[src/ccp_pkg.sv]
// Package: register map, field layout and reset values of the codec clock/power block
package ccp_pkg;

	// ==================== Register offsets ====================
	localparam int CCP_AW = 16;
	localparam logic [15:0] CCP_OFS_ID = 16'h0000;
	localparam logic [15:0] CCP_OFS_POWER = 16'h0002;
	localparam logic [15:0] CCP_OFS_CLOCK = 16'h0004;
	localparam logic [15:0] CCP_OFS_BOOST = 16'h0010;
	localparam logic [15:0] CCP_OFS_AUTOVOL = 16'h0012;
	localparam logic [15:0] CCP_OFS_SURROUND = 16'h0014;
	localparam logic [15:0] CCP_OFS_BOOST_EN = 16'h0016;

	// ==================== Field positions ====================
	localparam int CCP_PART_LSB = 8;
	localparam int CCP_REV_LSB = 0;
	localparam int CCP_ADC_BIT = 6;
	localparam int CCP_DAC_BIT = 5;
	localparam int CCP_PROC_BIT = 4;
	localparam int CCP_SOUT_BIT = 1;
	localparam int CCP_SIN_BIT = 0;
	localparam int CCP_DIV_LSB = 4;
	localparam int CCP_FS_LSB = 2;
	localparam int CCP_RATIO_LSB = 0;
	localparam int CCP_EN_BIT = 0;
	localparam int CCP_LEVEL_LSB = 0;
	localparam int CCP_WIDTH_LSB = 4;

	// ==================== Masks and reset values ====================
	localparam logic [15:0] CCP_POWER_MASK = 16'h0073;
	localparam logic [15:0] CCP_CLOCK_MASK = 16'h003F;
	localparam logic [15:0] CCP_BOOST_MASK = 16'h007F;
	localparam logic [1:0] CCP_FS_RESET = 2'h2;
	localparam logic [1:0] CCP_RATIO_PLL = 2'h3;
	localparam logic [6:0] CCP_LEVEL_RESET = 7'h1F;
	localparam logic [6:0] CCP_LEVEL_LOWEST = 7'h7F;
	localparam logic [2:0] CCP_WIDTH_RESET = 3'h4;
	localparam logic [7:0] CCP_REV_VALUE = 8'h00;

	// ==================== Encodings ====================
	typedef enum logic [1:0] {
		CCP_DIV_1 = 2'h0,
		CCP_DIV_2 = 2'h1,
		CCP_DIV_4 = 2'h2,
		CCP_DIV_6 = 2'h3
	} ccp_div_t;

	typedef enum logic [1:0] {
		CCP_FS_32K = 2'h0,
		CCP_FS_44K1 = 2'h1,
		CCP_FS_48K = 2'h2,
		CCP_FS_96K = 2'h3
	} ccp_fs_t;

	// ==================== Carriers ====================
	typedef struct packed {
		logic [15:0] addr;
		logic [15:0] wdata;
		logic wr;
		logic rd;
	} ccp_bus_req_t;

	typedef struct packed {
		logic adcOn;
		logic dacOn;
		logic procOn;
		logic serialOutOn;
		logic serialInOn;
	} ccp_power_t;

	typedef struct packed {
		logic [1:0] rateDivider;
		logic [1:0] baseSampleRate;
		logic [1:0] masterClockRatio;
	} ccp_clock_t;

	typedef struct packed {
		logic boostOn;
		logic [6:0] boostLevel;
		logic autoVolumeOn;
		logic [2:0] surroundWidth;
		logic [1:0] surroundSelect;
	} ccp_effect_t;

endpackage

[src/ccp_clock_power.sv]
// Codec identification, digital power and system clock control registers
// Overview of operation
// - Boost enable bit 0: one switches boost on, zero switches it off.
// - Auto volume enable bit 0 switches it on or off, no ramp needed.
// - Identification bits 15:8 hold a fixed read-only part code; writes ignored.
// - Identification bits 7:0 hold read-only revision, reading 0x00.
// - Power bit 6 enables the ADC block; resets to zero.
// - Power bit 5 enables the DAC block; resets to zero.
// - Power bit 4 enables the audio processor; resets to zero.
// - Power bit 1 enables serial audio output; resets to zero.
// - Power bit 0 enables serial audio input; resets to zero.
// - Rate divider bits 5:4 give full, half, quarter, sixth rate; resets 0.
// - Clock ratio always refers to the base rate, not the divided rate.
// - Base rate bits 3:2 select 32, 44.1, 48, 96 kHz; resets to 2.
// - Ratio bits 1:0 give 256, 384, 512 times Fs, or PLL; resets 0.
//
// The implementer's own choice: strobed register access.
module ccp_clock_power
	import ccp_pkg::*;
#(
	parameter logic [7:0] PART_ID = 8'h5C, // Arbitrary value
	parameter int CLK_HZ = 125000000
) (
	input wire logic core_clk, // Core clock, 125 MHz
	input wire logic rst, // Async reset, active high
	input wire ccp_pkg::ccp_bus_req_t busReq, // Register request
	output logic [15:0] rdata, // Read data, cycle after read
	output ccp_pkg::ccp_power_t powerOn, // Block enables
	output ccp_pkg::ccp_clock_t clockCfg, // Clock settings
	output ccp_pkg::ccp_effect_t effectCfg, // Effect settings
	output logic pllSelected, // Master clock ratio selects PLL
	output logic [9:0] mclkMultiple, // Master clock over base rate
	output logic sampleTick // Pulse at the divided sample rate
);
	// ==================== State ====================
	typedef struct packed {
		ccp_power_t pwr;
		ccp_clock_t clk;
		ccp_effect_t eff;
		logic [15:0] rdata;
	} ccp_state_t;

	ccp_state_t st, next_st;
	logic [15:0] idWord, powerWord, clockWord, boostWord, autoWord, surrWord;
	logic [15:0] boostEnWord;

	always_comb begin
		idWord = {PART_ID, CCP_REV_VALUE};
		powerWord = 16'h0000;
		powerWord[CCP_ADC_BIT] = st.pwr.adcOn;
		powerWord[CCP_DAC_BIT] = st.pwr.dacOn;
		powerWord[CCP_PROC_BIT] = st.pwr.procOn;
		powerWord[CCP_SOUT_BIT] = st.pwr.serialOutOn;
		powerWord[CCP_SIN_BIT] = st.pwr.serialInOn;
		clockWord = 16'h0000;
		clockWord[CCP_DIV_LSB +: 2] = st.clk.rateDivider;
		clockWord[CCP_FS_LSB +: 2] = st.clk.baseSampleRate;
		clockWord[CCP_RATIO_LSB +: 2] = st.clk.masterClockRatio;
		boostWord = 16'h0000;
		boostWord[CCP_LEVEL_LSB +: 7] = st.eff.boostLevel;
		boostEnWord = 16'h0000;
		boostEnWord[CCP_EN_BIT] = st.eff.boostOn;
		autoWord = 16'h0000;
		autoWord[CCP_EN_BIT] = st.eff.autoVolumeOn;
		surrWord = 16'h0000;
		surrWord[CCP_WIDTH_LSB +: 3] = st.eff.surroundWidth;
		surrWord[CCP_EN_BIT +: 2] = st.eff.surroundSelect;
	end

	// ==================== Register access ====================
	always_comb begin
		next_st = st;
		next_st.rdata = 16'h0000;
		if (busReq.wr) begin
			unique case (busReq.addr)
				CCP_OFS_POWER: begin
					next_st.pwr.adcOn = busReq.wdata[CCP_ADC_BIT];
					next_st.pwr.dacOn = busReq.wdata[CCP_DAC_BIT];
					next_st.pwr.procOn = busReq.wdata[CCP_PROC_BIT];
					next_st.pwr.serialOutOn = busReq.wdata[CCP_SOUT_BIT];
					next_st.pwr.serialInOn = busReq.wdata[CCP_SIN_BIT];
				end
				CCP_OFS_CLOCK: begin
					next_st.clk.rateDivider = busReq.wdata[CCP_DIV_LSB +: 2];
					next_st.clk.baseSampleRate = busReq.wdata[CCP_FS_LSB +: 2];
					next_st.clk.masterClockRatio = busReq.wdata[CCP_RATIO_LSB +: 2];
				end
				CCP_OFS_BOOST: begin
					next_st.eff.boostLevel = busReq.wdata[CCP_LEVEL_LSB +: 7];
				end
				CCP_OFS_BOOST_EN: begin
					next_st.eff.boostOn = busReq.wdata[CCP_EN_BIT];
				end
				CCP_OFS_AUTOVOL: begin
					next_st.eff.autoVolumeOn = busReq.wdata[CCP_EN_BIT];
				end
				CCP_OFS_SURROUND: begin
					next_st.eff.surroundWidth = busReq.wdata[CCP_WIDTH_LSB +: 3];
					next_st.eff.surroundSelect = busReq.wdata[CCP_EN_BIT +: 2];
				end
				default: begin
				end
			endcase
		end
		if (busReq.rd) begin
			unique case (busReq.addr)
				CCP_OFS_ID: next_st.rdata = idWord;
				CCP_OFS_POWER: next_st.rdata = powerWord;
				CCP_OFS_CLOCK: next_st.rdata = clockWord;
				CCP_OFS_BOOST: next_st.rdata = boostWord;
				CCP_OFS_BOOST_EN: next_st.rdata = boostEnWord;
				CCP_OFS_AUTOVOL: next_st.rdata = autoWord;
				CCP_OFS_SURROUND: next_st.rdata = surrWord;
				default: next_st.rdata = 16'h0000;
			endcase
		end
	end

	always_ff @(posedge core_clk or posedge rst) begin
		if (rst) begin
			st <= '0;
			st.clk.baseSampleRate <= CCP_FS_RESET;
			st.eff.boostLevel <= CCP_LEVEL_RESET;
			st.eff.surroundWidth <= CCP_WIDTH_RESET;
		end else begin
			st <= next_st;
		end
	end

	// ==================== Outputs ====================
	assign rdata = st.rdata;
	assign powerOn = st.pwr;
	assign clockCfg = st.clk;
	assign effectCfg = st.eff;
	assign pllSelected = (st.clk.masterClockRatio == CCP_RATIO_PLL);

	// Ratio is against base rate, divider not applied
	always_comb begin
		unique case (st.clk.masterClockRatio)
			2'h0: mclkMultiple = 10'd256;
			2'h1: mclkMultiple = 10'd384;
			2'h2: mclkMultiple = 10'd512;
			default: mclkMultiple = 10'd0;
		endcase
	end

	// Sample timing only runs while a converter, the audio processor or a serial path is on
	ccp_rate_gen #(
		.CLK_HZ(CLK_HZ)
	) u_rate (
		.core_clk(core_clk),
		.rst(rst),
		.enable(|st.pwr),
		.baseRate(ccp_fs_t'(st.clk.baseSampleRate)),
		.rateDivider(ccp_div_t'(st.clk.rateDivider)),
		.sampleTick(sampleTick)
	);
endmodule // ccp_clock_power

[src/ccp_rate_gen.sv]
// Sample-rate enable pulse divider from the core clock
module ccp_rate_gen
	import ccp_pkg::*;
#(
	parameter int CLK_HZ = 125000000
) (
	input wire logic core_clk, // Core clock
	input wire logic rst, // Async reset, active high
	input wire logic enable, // Run the divider
	input wire ccp_pkg::ccp_fs_t baseRate, // Base sample rate
	input wire ccp_pkg::ccp_div_t rateDivider, // Rate divider code
	output logic sampleTick // One-cycle pulse at the divided rate
);
	localparam int CW = 24;
	localparam logic [CW-1:0] P32 = CW'(CLK_HZ / 32000);
	localparam logic [CW-1:0] P441 = CW'(CLK_HZ / 44100);
	localparam logic [CW-1:0] P48 = CW'(CLK_HZ / 48000);
	localparam logic [CW-1:0] P96 = CW'(CLK_HZ / 96000);

	if (CLK_HZ / 32000 * 6 >= (1 << CW) || CLK_HZ < 96000) begin : g_bad_clk
		$error("ccp_rate_gen: CLK_HZ out of range");
	end

	typedef struct packed {
		logic [CW-1:0] count;
		logic [2:0] sub;
		logic tick;
	} ccp_gen_state_t;

	ccp_gen_state_t st, next_st;
	logic [CW-1:0] basePeriod;
	logic [2:0] subLimit;

	always_comb begin
		unique case (baseRate)
			CCP_FS_32K: basePeriod = P32;
			CCP_FS_44K1: basePeriod = P441;
			CCP_FS_48K: basePeriod = P48;
			CCP_FS_96K: basePeriod = P96;
		endcase
		unique case (rateDivider)
			CCP_DIV_1: subLimit = 3'd0;
			CCP_DIV_2: subLimit = 3'd1;
			CCP_DIV_4: subLimit = 3'd3;
			CCP_DIV_6: subLimit = 3'd5;
		endcase
	end

	always_comb begin
		next_st = st;
		next_st.tick = 1'b0;
		if (!enable) begin
			next_st.count = '0;
			next_st.sub = '0;
		end else if (st.count >= basePeriod - CW'(1)) begin
			next_st.count = '0;
			if (st.sub >= subLimit) begin
				next_st.sub = '0;
				next_st.tick = 1'b1;
			end else begin
				next_st.sub = st.sub + 3'd1;
			end
		end else begin
			next_st.count = st.count + CW'(1);
		end
	end

	always_ff @(posedge core_clk or posedge rst) begin
		if (rst) begin
			st <= '0;
		end else begin
			st <= next_st;
		end
	end

	assign sampleTick = st.tick;

endmodule // ccp_rate_gen

[config.mk]
export PLATFORM = sky130hd
export DESIGN_NAME = ccp_clock_power
export DESIGN_NICKNAME = d
export VERILOG_FILES = /design/src/ccp_pkg.sv /design/src/ccp_clock_power.sv /design/src/ccp_rate_gen.sv
export SDC_FILE = /design/constraint.sdc
export NUM_CORES = 1
export LEC_CHECK = 0
export BUFFER_PORTS_ARGS = -buffer_cell sky130_fd_sc_hd__buf_2
export CAP_MARGIN = 0
export CELL_PAD_IN_SITES_DETAIL_PLACEMENT = 1
export CELL_PAD_IN_SITES_GLOBAL_PLACEMENT = 2
export CORE_MARGIN = 2
export CORE_UTILIZATION = 30
export CTS_CLUSTER_SIZE = 25
export DETAILED_ROUTE_END_ITERATION = 7
export GPL_ROUTABILITY_DRIVEN = 0
export GPL_TIMING_DRIVEN = 0
export HOLD_SLACK_MARGIN = 0.05
export PLACE_DENSITY = 0.84
export SYNTH_ARGS = -nofsm -noshare
export SYNTH_HDL_FRONTEND = slang
export SYNTH_SLANG_ARGS = --single-unit
[constraint.sdc]
create_clock -name core_clk -period 2.7 [get_ports core_clk]
set_input_delay 0.135 -clock core_clk [delete_from_list [all_inputs] [get_ports core_clk]]
set_output_delay 0.135 -clock core_clk [all_outputs]
set_load 0.01 [all_outputs]
# Yosys cells after proc, flatten, opt, wreduce, memory -nomap -nowiden
# Index checks and enable logic that the tools add are counted.
# classes
eq_ne,16
magnitude_cmp,2
addsub,3
reduce_logical,11
n_mux,11
# ops
op,count
15-bit case mux with 7 select lines,1
24-bit case mux with 4 select lines,1
16-bit by 5-bit == test with 1-bit output (second input constant),4
10-bit case mux with 3 select lines,1
27-bit two-way mux,1
24-bit by 1-bit adder with 24-bit output (second input constant),1
24-bit >= comparator,1
24-bit two-way mux,1
24-bit by 1-bit subtractor with 24-bit output (second input constant),1
16-bit by 2-bit == test with 1-bit output (second input constant),1
16-bit by 3-bit == test with 1-bit output (second input constant),1
16-bit zero test,1
15-bit two-way mux,1
2-bit == test (second input constant),6
3-bit case mux with 4 select lines,1
2-bit AND reduction,6
2-bit by 1-bit == test with 1-bit output (second input constant),3
2-bit zero test,3
5-bit OR reduction,1
4-bit two-way mux,1
3-bit by 1-bit adder with 3-bit output (second input constant),1
3-bit >= comparator,1
3-bit two-way mux,1
1-bit two-way mux,2
2-bit != test (second input constant),1
# totals
out_inout_bits,53
regBits,69

# Depth between registers and ports, before layout
# Gate-level depths: netlist of the first run.
# depth
ltp_word,6
depth_mapped,11
depth_no_buf,10

# Cells and area by module
# A second synthesis of the first run with hierarchy kept.
# unflattened
hier_cells,284
area_unflattened_um2,3270.6
# modules_own_cells
mod,seq_area_each_um2,n_inst,cells_per_inst,area_per_inst_um2
ccp_clock_power,834.6,1,142,1707.9
ccp_rate_gen,700.7,1,142,1562.7

# Worst setup path before layout of the first run
# No wires, ideal clock.
# synth_path
path_kind,reg-to-reg
start,"register st, in the netlist clockCfg[3]"
end,register u_rate.st[16] in the netlist's numbering
path_buffers,1
path_stages_with_launch,12
required_ns,2.631
path_slack_ns,-0.120
synth_period_minus_slack_ns,2.820
setup_time_ns,0.069
arrival_ns,2.751
path_cell_list,dfstp_2 inv_1 ha_1 inv_1 nand3_1 ha_1 and3_1 a221o_1 and2_2 or4_4 buf_6 nor2_2
# synth_rtl
element,line_no,rtl
start: declaration,ccp_clock_power.sv:43,"ccp_state_t st, next_st;"
start signal: assignment,ccp_clock_power.sv:126,st <= next_st;
end signal: assignment,ccp_rate_gen.sv:72,st <= next_st;
end: declaration,ccp_rate_gen.sv:30,"ccp_gen_state_t st, next_st;"

==> results.txt, run 1 <==
----------------------------------------------------
[Pwr]
  Part of the total power dissipated in the clock network ... 45.7%
  LEAKAGE ... 2.053 nW
  Fraction of power consumed by sequential logic ... 49.4%
  Final total power ... 1.876 mW
  Switching pwr ... 412.5 uW
  Power share of the combinational group ... 4.9%
  Internal power ... 1.463 mW
  Maximum ir drop on the vdd rail ... 195.8 uV
  Sw Share ... 21.99%
  Power Dens Cells ... 440.4 nW/um^2

[Logic synthesis]
  Compound-cell area share of the yosys netlist ... 7.275%
  Number of distinct library cells after synthesis ... 49
  Gate Count Post-Synth ... 277
  Seq/Total Area, Yosys ... 48.25%
  Leading area contributor after synthesis ... sky130_fd_sc_hd__dfrtp_1
  Simple-gate share of the synthesized area ... 16.56%
  Share of async-settable or async-resettable flops after synthesis ... 100.0%
  Post-synthesis average cell area ... 11.49 sq um
  Fraction of post-synthesis cell area in the top cell type by area ... 42.47%
  Post-synthesis instance area ... 3182 sq um
  Main combinational cell family by area after synthesis ... simple AND/OR/NAND/NOR gates
  Mux cell area share after synthesis ... 9.831%
  Fraction of the mapped netlist area in adder cells ... 9.044%
  Cell types occupying the most area after synthesis ... sky130_fd_sc_hd__dfrtp_1 (42%), sky130_fd_sc_hd__mux2_2 (9.2%), sky130_fd_sc_hd__ha_1 (9.0%), sky130_fd_sc_hd__dfstp_2 (5.8%), sky130_fd_sc_hd__buf_4 (3.5%)
  Post-synth EDFFs ... 0
  Warnings, synthesis ... 0
  Xor and xnor area share after synthesis ... 3.028%
  Most instantiated flip-flop cell in the synthesis netlist ... sky130_fd_sc_hd__dfrtp_1
  Post-synthesis sequential element count ... 61

[Clocking]
  Skew-Pair Late Insertion Delay ... 0.34 ns
  Clock-pin slew reported for the worst setup and hold paths after clock tree synthesis ... 0.07 ns
  Clk Tree Root Cell ... sky130_fd_sc_hd__clkbuf_8
  Number of clock sinks ... 61
  Cts bufs inserted ... 9
  TritonCTS clock tree ... yes
  Buffer levels on the longest clock path ... 2
  # H-tree levels ... 3

[Routing]
  Total detailed-routing wirelength ... 8524 um
  Average wire per cell in the routed design ... 15.96 um
  DRT Pass-1 Iters ... 4
  Via count ... 2472
  Via density per instance ... 4.629
  1st-iter DRT viols ... 100
  DRC violations left ... 0
  Antenna Violating Nets Remaining ... 0

[Outcome]
  Outcome ... finished, violations left
  Violations in the final reports ... negative setup slack

[Floorplan]
  DIE HEIGHT ... 107.0 um
  Initial cell density of the core ... 30.82%
  Total die area ... 11450 sq um
  Die X ... 107.0 um
  Placeable core area ... 10320 sq um
  Number of ports placed on the die boundary ... 89
  # rows ... 37

[Finish]
  Commonest non-fill, non-tap cells in the layout ... sky130_fd_sc_hd__buf_2 (67), sky130_fd_sc_hd__dfrtp_1 (53), sky130_fd_sc_hd__mux2_2 (26)
  Final net count ... 452
  Share of the core filled with cells in the final layout ... 41.26%
  Final antenna diode count ... 0
  Share of final-layout standard cells stronger than drive strength 1 ... 44.72%
  Area growth from synthesis to final layout ... 33.86%
  Most frequent standard cell in the layout excluding fill and tap cells ... sky130_fd_sc_hd__buf_2

[Worst setup path]
  Largest driver fanout on the critical path ... 5
  Critical path buffer and inverter count ... 4
  Endpoint of the most critical setup path ... u_rate.st[14]
  Setup crit start kind ... flop
  Required time of the critical path ... 2.98 ns
  Cell depth of the worst setup path ... 11
  Critical-path cell with the highest stage delay ... sky130_fd_sc_hd__dfstp_2
  Number of cells on the worst reg-to-reg path ... 11
  Critical Path AT ... 2.99 ns
  Register-to-Register Setup Slack ... -0.01 ns
  Critical Path Max Stage Delay ... 0.60 ns
  Category of cells accounting for the largest share of critical-path delay ... simple AND/OR/NAND/NOR gates
  Nature of the critical path endpoint ... flop
  Launching instance or port of the critical path ... clockCfg[3]
  Class of the most critical setup path ... reg2reg
  Cell chain of the critical path ... inv_4 > ha_4 > inv_4 > buf_6 > ha_4 > and3_4 > a221o_1 > and2_4 > or4_4 > buf_12 > nor2_4
  RR Endpoint ... u_rate.st[14]
  Reg-to-reg critical path startpoint ... clockCfg[3]

[STA]
  Count of endpoints failing setup in the final report ... 5
  Final min period ... 2.711 ns
  Final hold viol count ... 0
  Relative max-transition margin ... 55.76%
  Final-report max-slew violation count ... 0
  Fin crit share ... 100.4%
  Peak clock frequency supported by timing ... 368.9 MHz
  Smallest hold slack ... 0.06852 ns
  RSZ-0062 raised after global routing ... true
  Skew final ... 0.01275 ns
  Final worst-path setup slack ... -0.01102 ns
  Worst Max-Slew Pin Slew ... 0.6600 ns

[GRT]
  Vias in the first global route ... 2651
  Grt total ovfl ... 0
  Global-route wire length before repair ... 13570 um
  Largest net degree at the start of global routing ... 42
  Tot GR Track Use ... 15.53%
  Antenna violations before repair ... 0

[Place]
  Final HPWL DP ... 5956 um
  Number of buffers inserted by port buffering ... 67

[Worst hold path]
  Path type of the worst min-delay path ... in2reg

[Flow run]
  Number of violations of the max-capacitance limit ... 0

----------------------------------------------------
per-stage QoR:
step,instance area [sq um],TNS (ns),std cells,worst slack (ns)
final,4259,-0.04470,534,-0.01102
after global routing,4259,-1.072,534,-0.09953
after CTS,4238,0,532,0.004316
after detailed placement,3795,-1.696,503,-0.1739
after global placement,3775,-1.091,502,-0.1185
after floorplan,3269,0,299,0.006514
cell type report:
cell class / count / area (sq um)
Buffer: 19 / 143.9
Timing Repair Buffer: 83 / 501.7
Tap cell: 136 / 170.2
Inverter: 14 / 57.56
Multi-Input combinational cell: 205 / 1643
Sequential cell: 61 / 1536
Fill cell: 1171 / 6065
Clock buffer: 15 / 176.4
Clock inverter: 1 / 30.03
sequential cells by signal (all words and copies together), names as in the netlist:
name               flops
u_rate.st             27
effectCfg             14
rdata                  8
clockCfg               6
powerOn                5
u_rate.sampleTick      1
power groups by stage:
stage | sequential (mW) | clock, mW | combinational, mW
after floorplan | 0.942 | 0 | 0.0521
after detailed placement | 0.943 | 0 | 0.0917
after global routing | 0.927 | 0.910 | 0.104
final | 0.926 | 0.857 | 0.0926
after CTS | 0.926 | 0.870 | 0.0933
after global placement | 0.943 | 0 | 0.0858
cells in the mapped netlist, drive strengths merged (6+ instances only):
| master | instances |
|---|---|
| nor3 | 8 |
| ha | 23 |
| nand4 | 6 |
| buf | 16 |
| xnor2 | 7 |
| inv | 14 |
| dfrtp | 54 |
| nand3 | 11 |
| mux2 | 26 |
| a21oi | 6 |
| dfstp | 7 |
| nor2 | 32 |
timing repair:
action                     CTS  global route
setup endpoints to repair   13            14
buffers inserted            11             2
pin swaps                    4             0
cloned                       1             0
hold buffers                 1             0
gates resized for setup     25             4
hold endpoints to repair    20             0
kinds of logic (layout without fill, tap and decap cells):
| family | after synthesis | in the layout |
|---|---|---|
| simple gates | 90 | 90 |
| flops | 61 | 61 |
| buf+inv | 33 | 132 |
| compound gates | 30 | 30 |
| mux | 28 | 28 |
| fa+ha+maj | 23 | 23 |
| xor+xnor | 11 | 11 |
| other cells | 1 | 23 |
worst min-delay path by stage:
stage	start	to	depth (start not counted)
3_5_place_dp	rst	u_rate.st[18]	2
3_3_place_gp	busReq[5]	clockCfg[3]	2
2_1_floorplan	busReq[2]	powerOn[0]	1
5_1_grt	busReq[8]	powerOn[4]	2
6_report	busReq[4]	clockCfg[2]	2
4_1_cts	busReq[4]	clockCfg[2]	2
per-layer routing:
metal  share of wire (%)  GRT usage, %  wire length [um]  up-vias
li1                    -             -                 -     1183
met1                  44         19.24              3729     1214
met2                  49         25.52              4167       61
met3                 4.9         3.283               419       14
met4                 2.4         7.978               208        0
met5                   0             0                 0        -
Note: power is estimated with default switching activity, not from simulation.
==> run 2, diff against run 1 <==
--- a/config.mk
+++ b/config.mk
@@ -10,13 +10,14 @@
 export CELL_PAD_IN_SITES_DETAIL_PLACEMENT = 1
 export CELL_PAD_IN_SITES_GLOBAL_PLACEMENT = 2
 export CORE_MARGIN = 2
-export CORE_UTILIZATION = 30
+export CORE_UTILIZATION = 31
+export CTS_BUF_LIST = sky130_fd_sc_hd__clkbuf_4
 export CTS_CLUSTER_SIZE = 25
 export DETAILED_ROUTE_END_ITERATION = 7
 export GPL_ROUTABILITY_DRIVEN = 0
 export GPL_TIMING_DRIVEN = 0
 export HOLD_SLACK_MARGIN = 0.05
-export PLACE_DENSITY = 0.84
+export PLACE_DENSITY = 0.86
 export SYNTH_ARGS = -nofsm -noshare
 export SYNTH_HDL_FRONTEND = slang
 export SYNTH_SLANG_ARGS = --single-unit
==> constraint.sdc (replaced) <==
create_clock -name core_clk -period 2.7 [get_ports core_clk]
set_input_delay 0.135 -clock core_clk [delete_from_list [all_inputs] [get_ports core_clk]]
set_output_delay 0.135 -clock core_clk [all_outputs]
set_load 0.005 [all_outputs]
==> run 2 against run 1 <==
  * The run now ends clean
  * Routed wire length grew 7.2%
  * Sequential share of layout area shrank 0.35 points
  * Hold slack lost 0.0093 ns
  * Count of clock-buffer cells in the layout shrank 4
  * Via count grew 4.6%
  * Fmax grew 2.2%
  * Power shrank 11%
  * Global-route usage grew 0.68 points
  * Register-to-register slack gained 0.06 ns
  * Critical path type unchanged
  * Highest routed layer unchanged
==> results.txt, run 2 (synthesized netlist as in run 1, its figures left out) <==
----------------------------------------------------
[Place]
  Number of buffers inserted by port buffering ... 67 (unchanged)
  Final HPWL DP ... 6121 um (was 5956 um)
  Worst slack at placement ... -0.2003 ns (was -0.1739 ns)
  DP Area ... 3791 sq um (was 3795 sq um)

[Routing]
  1st-iter DRT viols ... 121 (was 100)
  Total detailed-routing wirelength ... 9139 um (was 8524 um)
  Average wire per cell in the routed design ... 16.96 um (was 15.96 um)
  DRT Pass-1 Iters ... 4 (unchanged)
  Via density per instance ... 4.796 (was 4.629)
  DRC violations left ... 0 (unchanged)
  Via count ... 2585 (was 2472)
  Antenna Violating Nets Remaining ... 0 (unchanged)

[Floorplan]
  # rows ... 36 (was 37)
  Die X ... 105.3 um (was 107.0 um)
  Initial cell density of the core ... 32.26% (was 30.82%)
  Total die area ... 11090 sq um (was 11450 sq um)
  DIE HEIGHT ... 105.3 um (was 107.0 um)
  Placeable core area ... 9864 sq um (was 10320 sq um)
  Number of ports placed on the die boundary ... 89 (unchanged)

[Finish]
  Area growth from synthesis to final layout ... 35.16% (was 33.86%)
  Most frequent standard cell in the layout excluding fill and tap cells ... sky130_fd_sc_hd__buf_2 (unchanged)
  Share of final-layout standard cells stronger than drive strength 1 ... 45.81% (was 44.72%)
  FF+latch area ... 1536 sq um (unchanged)
  Summed area of non-filler cells in the final layout ... 4300 sq um (was 4259 sq um)
  Commonest non-fill, non-tap cells in the layout ... sky130_fd_sc_hd__buf_2 (67), sky130_fd_sc_hd__dfrtp_1 (53), sky130_fd_sc_hd__buf_4 (27) (was sky130_fd_sc_hd__buf_2 (67), sky130_fd_sc_hd__dfrtp_1 (53), sky130_fd_sc_hd__mux2_2 (26))
  Filler cell count in the final layout ... 1106 (was 1171)
  Final net count ... 460 (was 452)
  Final antenna diode count ... 0 (unchanged)
  Area occupied by multi-input gates ... 1685 sq um (was 1643 sq um)
  Flip-flop count of the largest register, all copies and words added ... 27 (unchanged)
  Largest reg by FF count ... u_rate.st (unchanged)
  Share of the core filled with cells in the final layout ... 43.59% (was 41.26%)

[Worst hold path]
  Path type of the worst min-delay path ... in2reg (unchanged)
  Start point of the worst min-delay path ... busReq[0] (was busReq[4])

[Worst setup path]
  Largest driver fanout on the critical path ... 5 (unchanged)
  Critical Path AT ... 3.00 ns (was 2.99 ns)
  Setup crit start kind ... flop (unchanged)
  Class of the most critical setup path ... reg2reg (unchanged)
  Reg-to-reg critical path startpoint ... clockCfg[2] (was clockCfg[3])
  Launching instance or port of the critical path ... clockCfg[2] (was clockCfg[3])
  Required time of the critical path ... 3.05 ns (was 2.98 ns)
  Nature of the critical path endpoint ... flop (unchanged)

[STA]
  Worst Max-Slew Pin Slew ... 0.7624 ns (was 0.6600 ns)
  Peak clock frequency supported by timing ... 377.1 MHz (was 368.9 MHz)
  Skew final ... 0.01804 ns (was 0.01275 ns)
  Relative max-transition margin ... 49.10% (was 55.76%)
  Final worst-path setup slack ... 0.04809 ns (was -0.01102 ns)
  Final hold viol count ... 0 (unchanged)
  Final min period ... 2.652 ns (was 2.711 ns)
  Final-report max-slew violation count ... 0 (unchanged)
  Fin crit share ... 98.22% (was 100.4%)
  Count of endpoints failing setup in the final report ... 0 (was 5)

[Clocking]
  Clock-pin slew reported for the worst setup and hold paths after clock tree synthesis ... 0.11 ns (was 0.07 ns)
  Number of clock sinks ... 61 (unchanged)
  # H-tree levels ... 3 (unchanged)
  Skew-Pair Late Insertion Delay ... 0.41 ns (was 0.34 ns)
  TritonCTS clock tree ... yes (unchanged)
  Cts bufs inserted ... 9 (unchanged)
  Clk Tree Root Cell ... sky130_fd_sc_hd__clkbuf_4 (was sky130_fd_sc_hd__clkbuf_8)
  Buffer levels on the longest clock path ... 2 (unchanged)

[Pwr]
  Switching pwr ... 407.0 uW (was 412.5 uW)
  LEAKAGE ... 2.059 nW (was 2.053 nW)
  Power share of the combinational group ... 5.8% (was 4.9%)
  Part of the total power dissipated in the clock network ... 38.7% (was 45.7%)
  Sw Share ... 24.37% (was 21.99%)
  Fraction of power consumed by sequential logic ... 55.4% (was 49.4%)
  Power Dens Cells ... 388.5 nW/um^2 (was 440.4 nW/um^2)
  Internal power ... 1.264 mW (was 1.463 mW)
  Maximum ir drop on the vdd rail ... 178.3 uV (was 195.8 uV)
  Final total power ... 1.671 mW (was 1.876 mW)

[GRT]
  Largest net degree at the start of global routing ... 36 (was 42)
  Grt total ovfl ... 0 (unchanged)
  Vias in the first global route ... 2733 (was 2651)
  Antenna violations before repair ... 0 (unchanged)
  Global-route wire length before repair ... 14030 um (was 13570 um)
  Tot GR Track Use ... 16.21% (was 15.53%)

[Outcome]
  Outcome ... complete, no violations (was finished, violations left)

[Flow run]
  Number of violations of the max-capacitance limit ... 0 (unchanged)

----------------------------------------------------
run 2: layout make-up:
cell class / instances / area share, %
buffer: 19 / 3.346
clock buffer: 11 / 1.920
clock inverter: 5 / 1.222
inverter: 14 / 1.338
multi-input combinational: 205 / 39.19
sequential: 61 / 35.73
tap: 133 / 3.870
timing repair buffer: 91 / 13.38
run 2: final timing paths:
path | to | slack (ns) | cells past startpoint
worst min-delay path | rdata[12] | 0.06 | 3
max in group asynchronous | clockCfg[3] | 1.60 | 4
min in group asynchronous | clockCfg[1] | 0.40 | 3
worst min register to register | effectCfg[0] | 0.55 | 1
worst max-delay path | u_rate.st[11] | 0.05 | 10
worst max register to register | u_rate.st[11] | 0.05 | 10
run 2: critical path: stages, from the launching register on:
cell	delay (ns)
sky130_fd_sc_hd__dfrtp_2	0.48
sky130_fd_sc_hd__inv_4	0.13
sky130_fd_sc_hd__ha_4	0.16
sky130_fd_sc_hd__inv_4	0.05
sky130_fd_sc_hd__ha_1	0.30
sky130_fd_sc_hd__and3_4	0.20
sky130_fd_sc_hd__a221o_1	0.36
sky130_fd_sc_hd__and2_4	0.17
sky130_fd_sc_hd__or4_4	0.49
sky130_fd_sc_hd__buf_12	0.18
sky130_fd_sc_hd__nor2_4	0.09
run 2: timing repair:
| item | CTS | global route |
|---|---|---|
| resized for setup | 16 | 18 |
| pin swaps | 4 | 5 |
| endpoints found under the hold margin | 55 | 0 |
| hold buffers | 8 | 0 |
| endpoints found under the setup margin | 13 | 14 |
| setup buffers | 10 | 4 |
| gates cloned | 1 | 0 |
run 2: per-layer routing:
metal | global-route usage (%) | part of all wire, %
met5 | 0 | 0
met4 | 5.333 | 1.1
met3 | 3.896 | 5.4
met2 | 28.06 | 52
met1 | 19.73 | 42
run 2: through the flow:
stage	setup TNS, ns	hold WS [ns]	instances
after global placement	-1.073	0.4010	499
final	0	0.05925	539
after floorplan	0	0.2856	299
after CTS	0	0.05621	535
after detailed placement	-2.051	0.3278	500
after global routing	-0.2592	0.05426	539
run 2: power by group through the flow:
stage	Clock, mW	Sequential (mW)	Combinational [mW]
6_report	0.647	0.926	0.0977
5_1_grt	0.706	0.927	0.110
3_5_place_dp	0	0.944	0.0882
3_3_place_gp	0	0.943	0.0821
2_1_floorplan	0	0.942	0.0482
4_1_cts	0.665	0.926	0.0975
==> run 3, diff against run 2 <==
--- a/config.mk
+++ b/config.mk
@@ -17,7 +17,7 @@
 export GPL_ROUTABILITY_DRIVEN = 0
 export GPL_TIMING_DRIVEN = 0
 export HOLD_SLACK_MARGIN = 0.05
-export PLACE_DENSITY = 0.86
+export PLACE_DENSITY_LB_ADDON = 0.12
 export SYNTH_ARGS = -nofsm -noshare
 export SYNTH_HDL_FRONTEND = slang
 export SYNTH_SLANG_ARGS = --single-unit
==> run 3 against run 2 <==
  * The run now ends with negative setup slack left
  * Sequential cell count stayed put
  * Non-clock buffer count is 4 lower
  * Combinational power fell by 2.1%
  * Cell area is 1.7% lower
  * Fmax down 2.2%
  * Sequential power about the same
  * Count of clock-buffer cells in the layout decreased by 1
  * Hold slack better by 0.0079 ns
  * Utilization down 0.76 points
  * Setup slack got worse by 0.059 ns
  * Clock power shrank 17%
  * Power decreased by 6.7%
==> results.txt, run 3 (synthesized netlist as in run 1, its figures left out) <==
----------------------------------------------------
[Outcome]
  Outcome ... finished, violations left (was complete, no violations)
  Violations in the final reports ... negative setup slack

[Finish]
  Share of the core filled with cells in the final layout ... 42.83% (was 43.59%)
  Most frequent standard cell in the layout excluding fill and tap cells ... sky130_fd_sc_hd__buf_2 (unchanged)
  Summed area of non-filler cells in the final layout ... 4225 sq um (was 4300 sq um)
  Flip-flop count of the largest register, all copies and words added ... 27 (unchanged)
  Area growth from synthesis to final layout ... 32.80% (was 35.16%)
  Share of final-layout standard cells stronger than drive strength 1 ... 45.02% (was 45.81%)
  Final net count ... 456 (was 460)
  Final antenna diode count ... 0 (unchanged)
  Commonest non-fill, non-tap cells in the layout ... sky130_fd_sc_hd__buf_2 (67), sky130_fd_sc_hd__dfrtp_1 (53), sky130_fd_sc_hd__mux2_2 (26) (was sky130_fd_sc_hd__buf_2 (67), sky130_fd_sc_hd__dfrtp_1 (53), sky130_fd_sc_hd__buf_4 (27))
  Largest reg by FF count ... u_rate.st (unchanged)

[Floorplan]
  # rows ... 36 (unchanged)
  Initial cell density of the core ... 32.26% (unchanged)
  Placeable core area ... 9864 sq um (unchanged)
  DIE HEIGHT ... 105.3 um (unchanged)
  Total die area ... 11090 sq um (unchanged)
  Number of ports placed on the die boundary ... 89 (unchanged)
  Die X ... 105.3 um (unchanged)

[Place]
  DP Area ... 3791 sq um (unchanged)
  Final HPWL DP ... 6051 um (was 6121 um)
  Number of buffers inserted by port buffering ... 67 (unchanged)

[Routing]
  DRT Pass-1 Iters ... 4 (unchanged)
  Total detailed-routing wirelength ... 8318 um (was 9139 um)
  Average wire per cell in the routed design ... 15.55 um (was 16.96 um)
  Via density per instance ... 4.624 (was 4.796)
  Met1 WL ... 3925 um (was 3810 um)
  Length of routed met2 wiring ... 3900 um (was 4735 um)
  1st-iter DRT viols ... 50 (was 121)
  Top routing layer used ... met4 (unchanged)
  Met3 wirelength from detailed routing ... 365 um (was 493 um)
  Antenna Violating Nets Remaining ... 0 (unchanged)
  DRC violations left ... 0 (unchanged)
  Via count ... 2474 (was 2585)

[Worst setup path]
  Critical-path cell with the highest stage delay ... sky130_fd_sc_hd__dfstp_2 (was sky130_fd_sc_hd__or4_4)
  Nature of the critical path endpoint ... flop (unchanged)
  Largest driver fanout on the critical path ... 5 (unchanged)
  Cell depth of the worst setup path ... 11 (was 10)
  Category of cells accounting for the largest share of critical-path delay ... simple AND/OR/NAND/NOR gates (unchanged)
  Cell chain of the critical path ... inv_4 > ha_4 > inv_4 > nand3_4 > ha_4 > and3_4 > a221o_1 > and2_4 > or4_4 > buf_12 > nor2_2 (was inv_4 > ha_4 > inv_4 > ha_1 > and3_4 > a221o_1 > and2_4 > or4_4 > buf_12 > nor2_4)
  Critical Path Max Stage Delay ... 0.62 ns (was 0.49 ns)
  Critical Path AT ... 3.05 ns (was 3.00 ns)
  Critical path buffer and inverter count ... 3 (unchanged)
  Class of the most critical setup path ... reg2reg (unchanged)
  Number of cells on the worst reg-to-reg path ... 11 (was 10)
  Setup crit start kind ... flop (unchanged)
  Required time of the critical path ... 3.04 ns (was 3.05 ns)

[STA]
  Peak clock frequency supported by timing ... 368.8 MHz (was 377.1 MHz)
  Smallest hold slack ... 0.06718 ns (was 0.05925 ns)
  Worst Max-Slew Pin Slew ... 0.8227 ns (was 0.7624 ns)
  Final worst-path setup slack ... -0.01114 ns (was 0.04809 ns)
  Fin crit share ... 100.4% (was 98.22%)
  Final hold viol count ... 0 (unchanged)
  RSZ-0062 raised after global routing ... true
  Final min period ... 2.711 ns (was 2.652 ns)
  Relative max-transition margin ... 45.07% (was 49.10%)
  Count of endpoints failing setup in the final report ... 6 (was 0)
  Final sum of negative setup slack ... -0.03910 ns (was 0 ns)
  Final-report max-slew violation count ... 0 (unchanged)
  Skew final ... 0.01224 ns (was 0.01804 ns)

[Pwr]
  Fraction of power consumed by sequential logic ... 59.4% (was 55.4%)
  Switching pwr ... 404.4 uW (was 407.0 uW)
  LEAKAGE ... 2.032 nW (was 2.059 nW)
  Part of the total power dissipated in the clock network ... 34.5% (was 38.7%)
  Power Dens Cells ... 368.8 nW/um^2 (was 388.5 nW/um^2)
  Power share of the combinational group ... 6.1% (was 5.8%)
  Sw Share ... 25.95% (was 24.37%)
  Internal power ... 1.154 mW (was 1.264 mW)
  Maximum ir drop on the vdd rail ... 173.8 uV (was 178.3 uV)

[GRT]
  Tot GR Track Use ... 15.95% (was 16.21%)
  Largest net degree at the start of global routing ... 38 (was 36)
  Global-route wire length before repair ... 13710 um (was 14030 um)
  Vias in the first global route ... 2603 (was 2733)
  Antenna violations before repair ... 0 (unchanged)
  Grt total ovfl ... 0 (unchanged)

[Clocking]
  TritonCTS clock tree ... yes (unchanged)
  Clk Tree Root Cell ... sky130_fd_sc_hd__clkbuf_4 (unchanged)
  # H-tree levels ... 3 (unchanged)
  Number of clock sinks ... 61 (unchanged)
  Skew-Pair Late Insertion Delay ... 0.41 ns (about the same)
  Cts bufs inserted ... 9 (unchanged)
  Clock-pin slew reported for the worst setup and hold paths after clock tree synthesis ... 0.11 ns (about the same)
  Buffer levels on the longest clock path ... 2 (unchanged)

[Worst hold path]
  Path type of the worst min-delay path ... in2reg (unchanged)
  Hold path depth ... 3 (unchanged)

[Flow run]
  Number of violations of the max-capacitance limit ... 0 (unchanged)

----------------------------------------------------
[run 3: layout make-up]
type / count / area, sq um
Fill cell: 1103 / 5639
Multi-Input combinational cell: 205 / 1668
Sequential cell: 61 / 1536
Timing Repair Buffer: 87 / 546.8
Tap cell: 133 / 166.4
Buffer: 19 / 143.9
Clock buffer: 10 / 75.07
Inverter: 14 / 57.56
Clock inverter: 6 / 31.28
[run 3: through the flow]
stage | total power [mW] | instances | worst slack [ns]
detailed placement | 1.032 | 500 | -0.2095
CTS | 1.586 | 534 | -0.007012
global route | 1.651 | 535 | -0.09870
floorplan | 0.9906 | 299 | 0.02786
finish | 1.558 | 535 | -0.01114
global placement | 1.027 | 499 | -0.1589
[run 3: final timing paths]
check	end	startpoint	slack, ns
hold reg to reg	effectCfg[13]	effectCfg[13]	0.55
min in group asynchronous	effectCfg[1]	rst	0.43
setup reg to reg	u_rate.st[16]	clockCfg[3]	-0.01
max in group asynchronous	effectCfg[8]	rst	1.58
setup / recovery	u_rate.st[16]	clockCfg[3]	-0.01
hold / removal	rdata[12]	busReq[0]	0.07
[run 3: per-layer routing]
metal  global-route usage (%)  vias up
met3                    3.340       10
met5                        0        -
li1                         -     1197
met1                    21.67     1207
met4                    6.571        0
met2                    24.65       60
[run 3: tightest hold or removal path: stages]
cell	delay (ns)
sky130_fd_sc_hd__buf_2	0.11
sky130_fd_sc_hd__nand3b_1	0.13
sky130_fd_sc_hd__nor3_1	0.06
[run 3: power groups by stage]
stage	logic, mW	registers, mW	clock network (mW)
floorplan	0.0482	0.942	0
global placement	0.0839	0.943	0
detailed placement	0.0884	0.943	0
CTS	0.0962	0.926	0.564
global route	0.109	0.927	0.615
finish	0.0956	0.926	0.537
[run 3: timing repair]
item / in CTS / in global routing
setup endpoints to repair: 13 / 13
resized for setup: 24 / 12
gates cloned: 1 / 0
endpoints found under the hold margin: 52 / 0
hold buffers: 7 / 0
buffers inserted: 10 / 1
pin swaps: 7 / 1
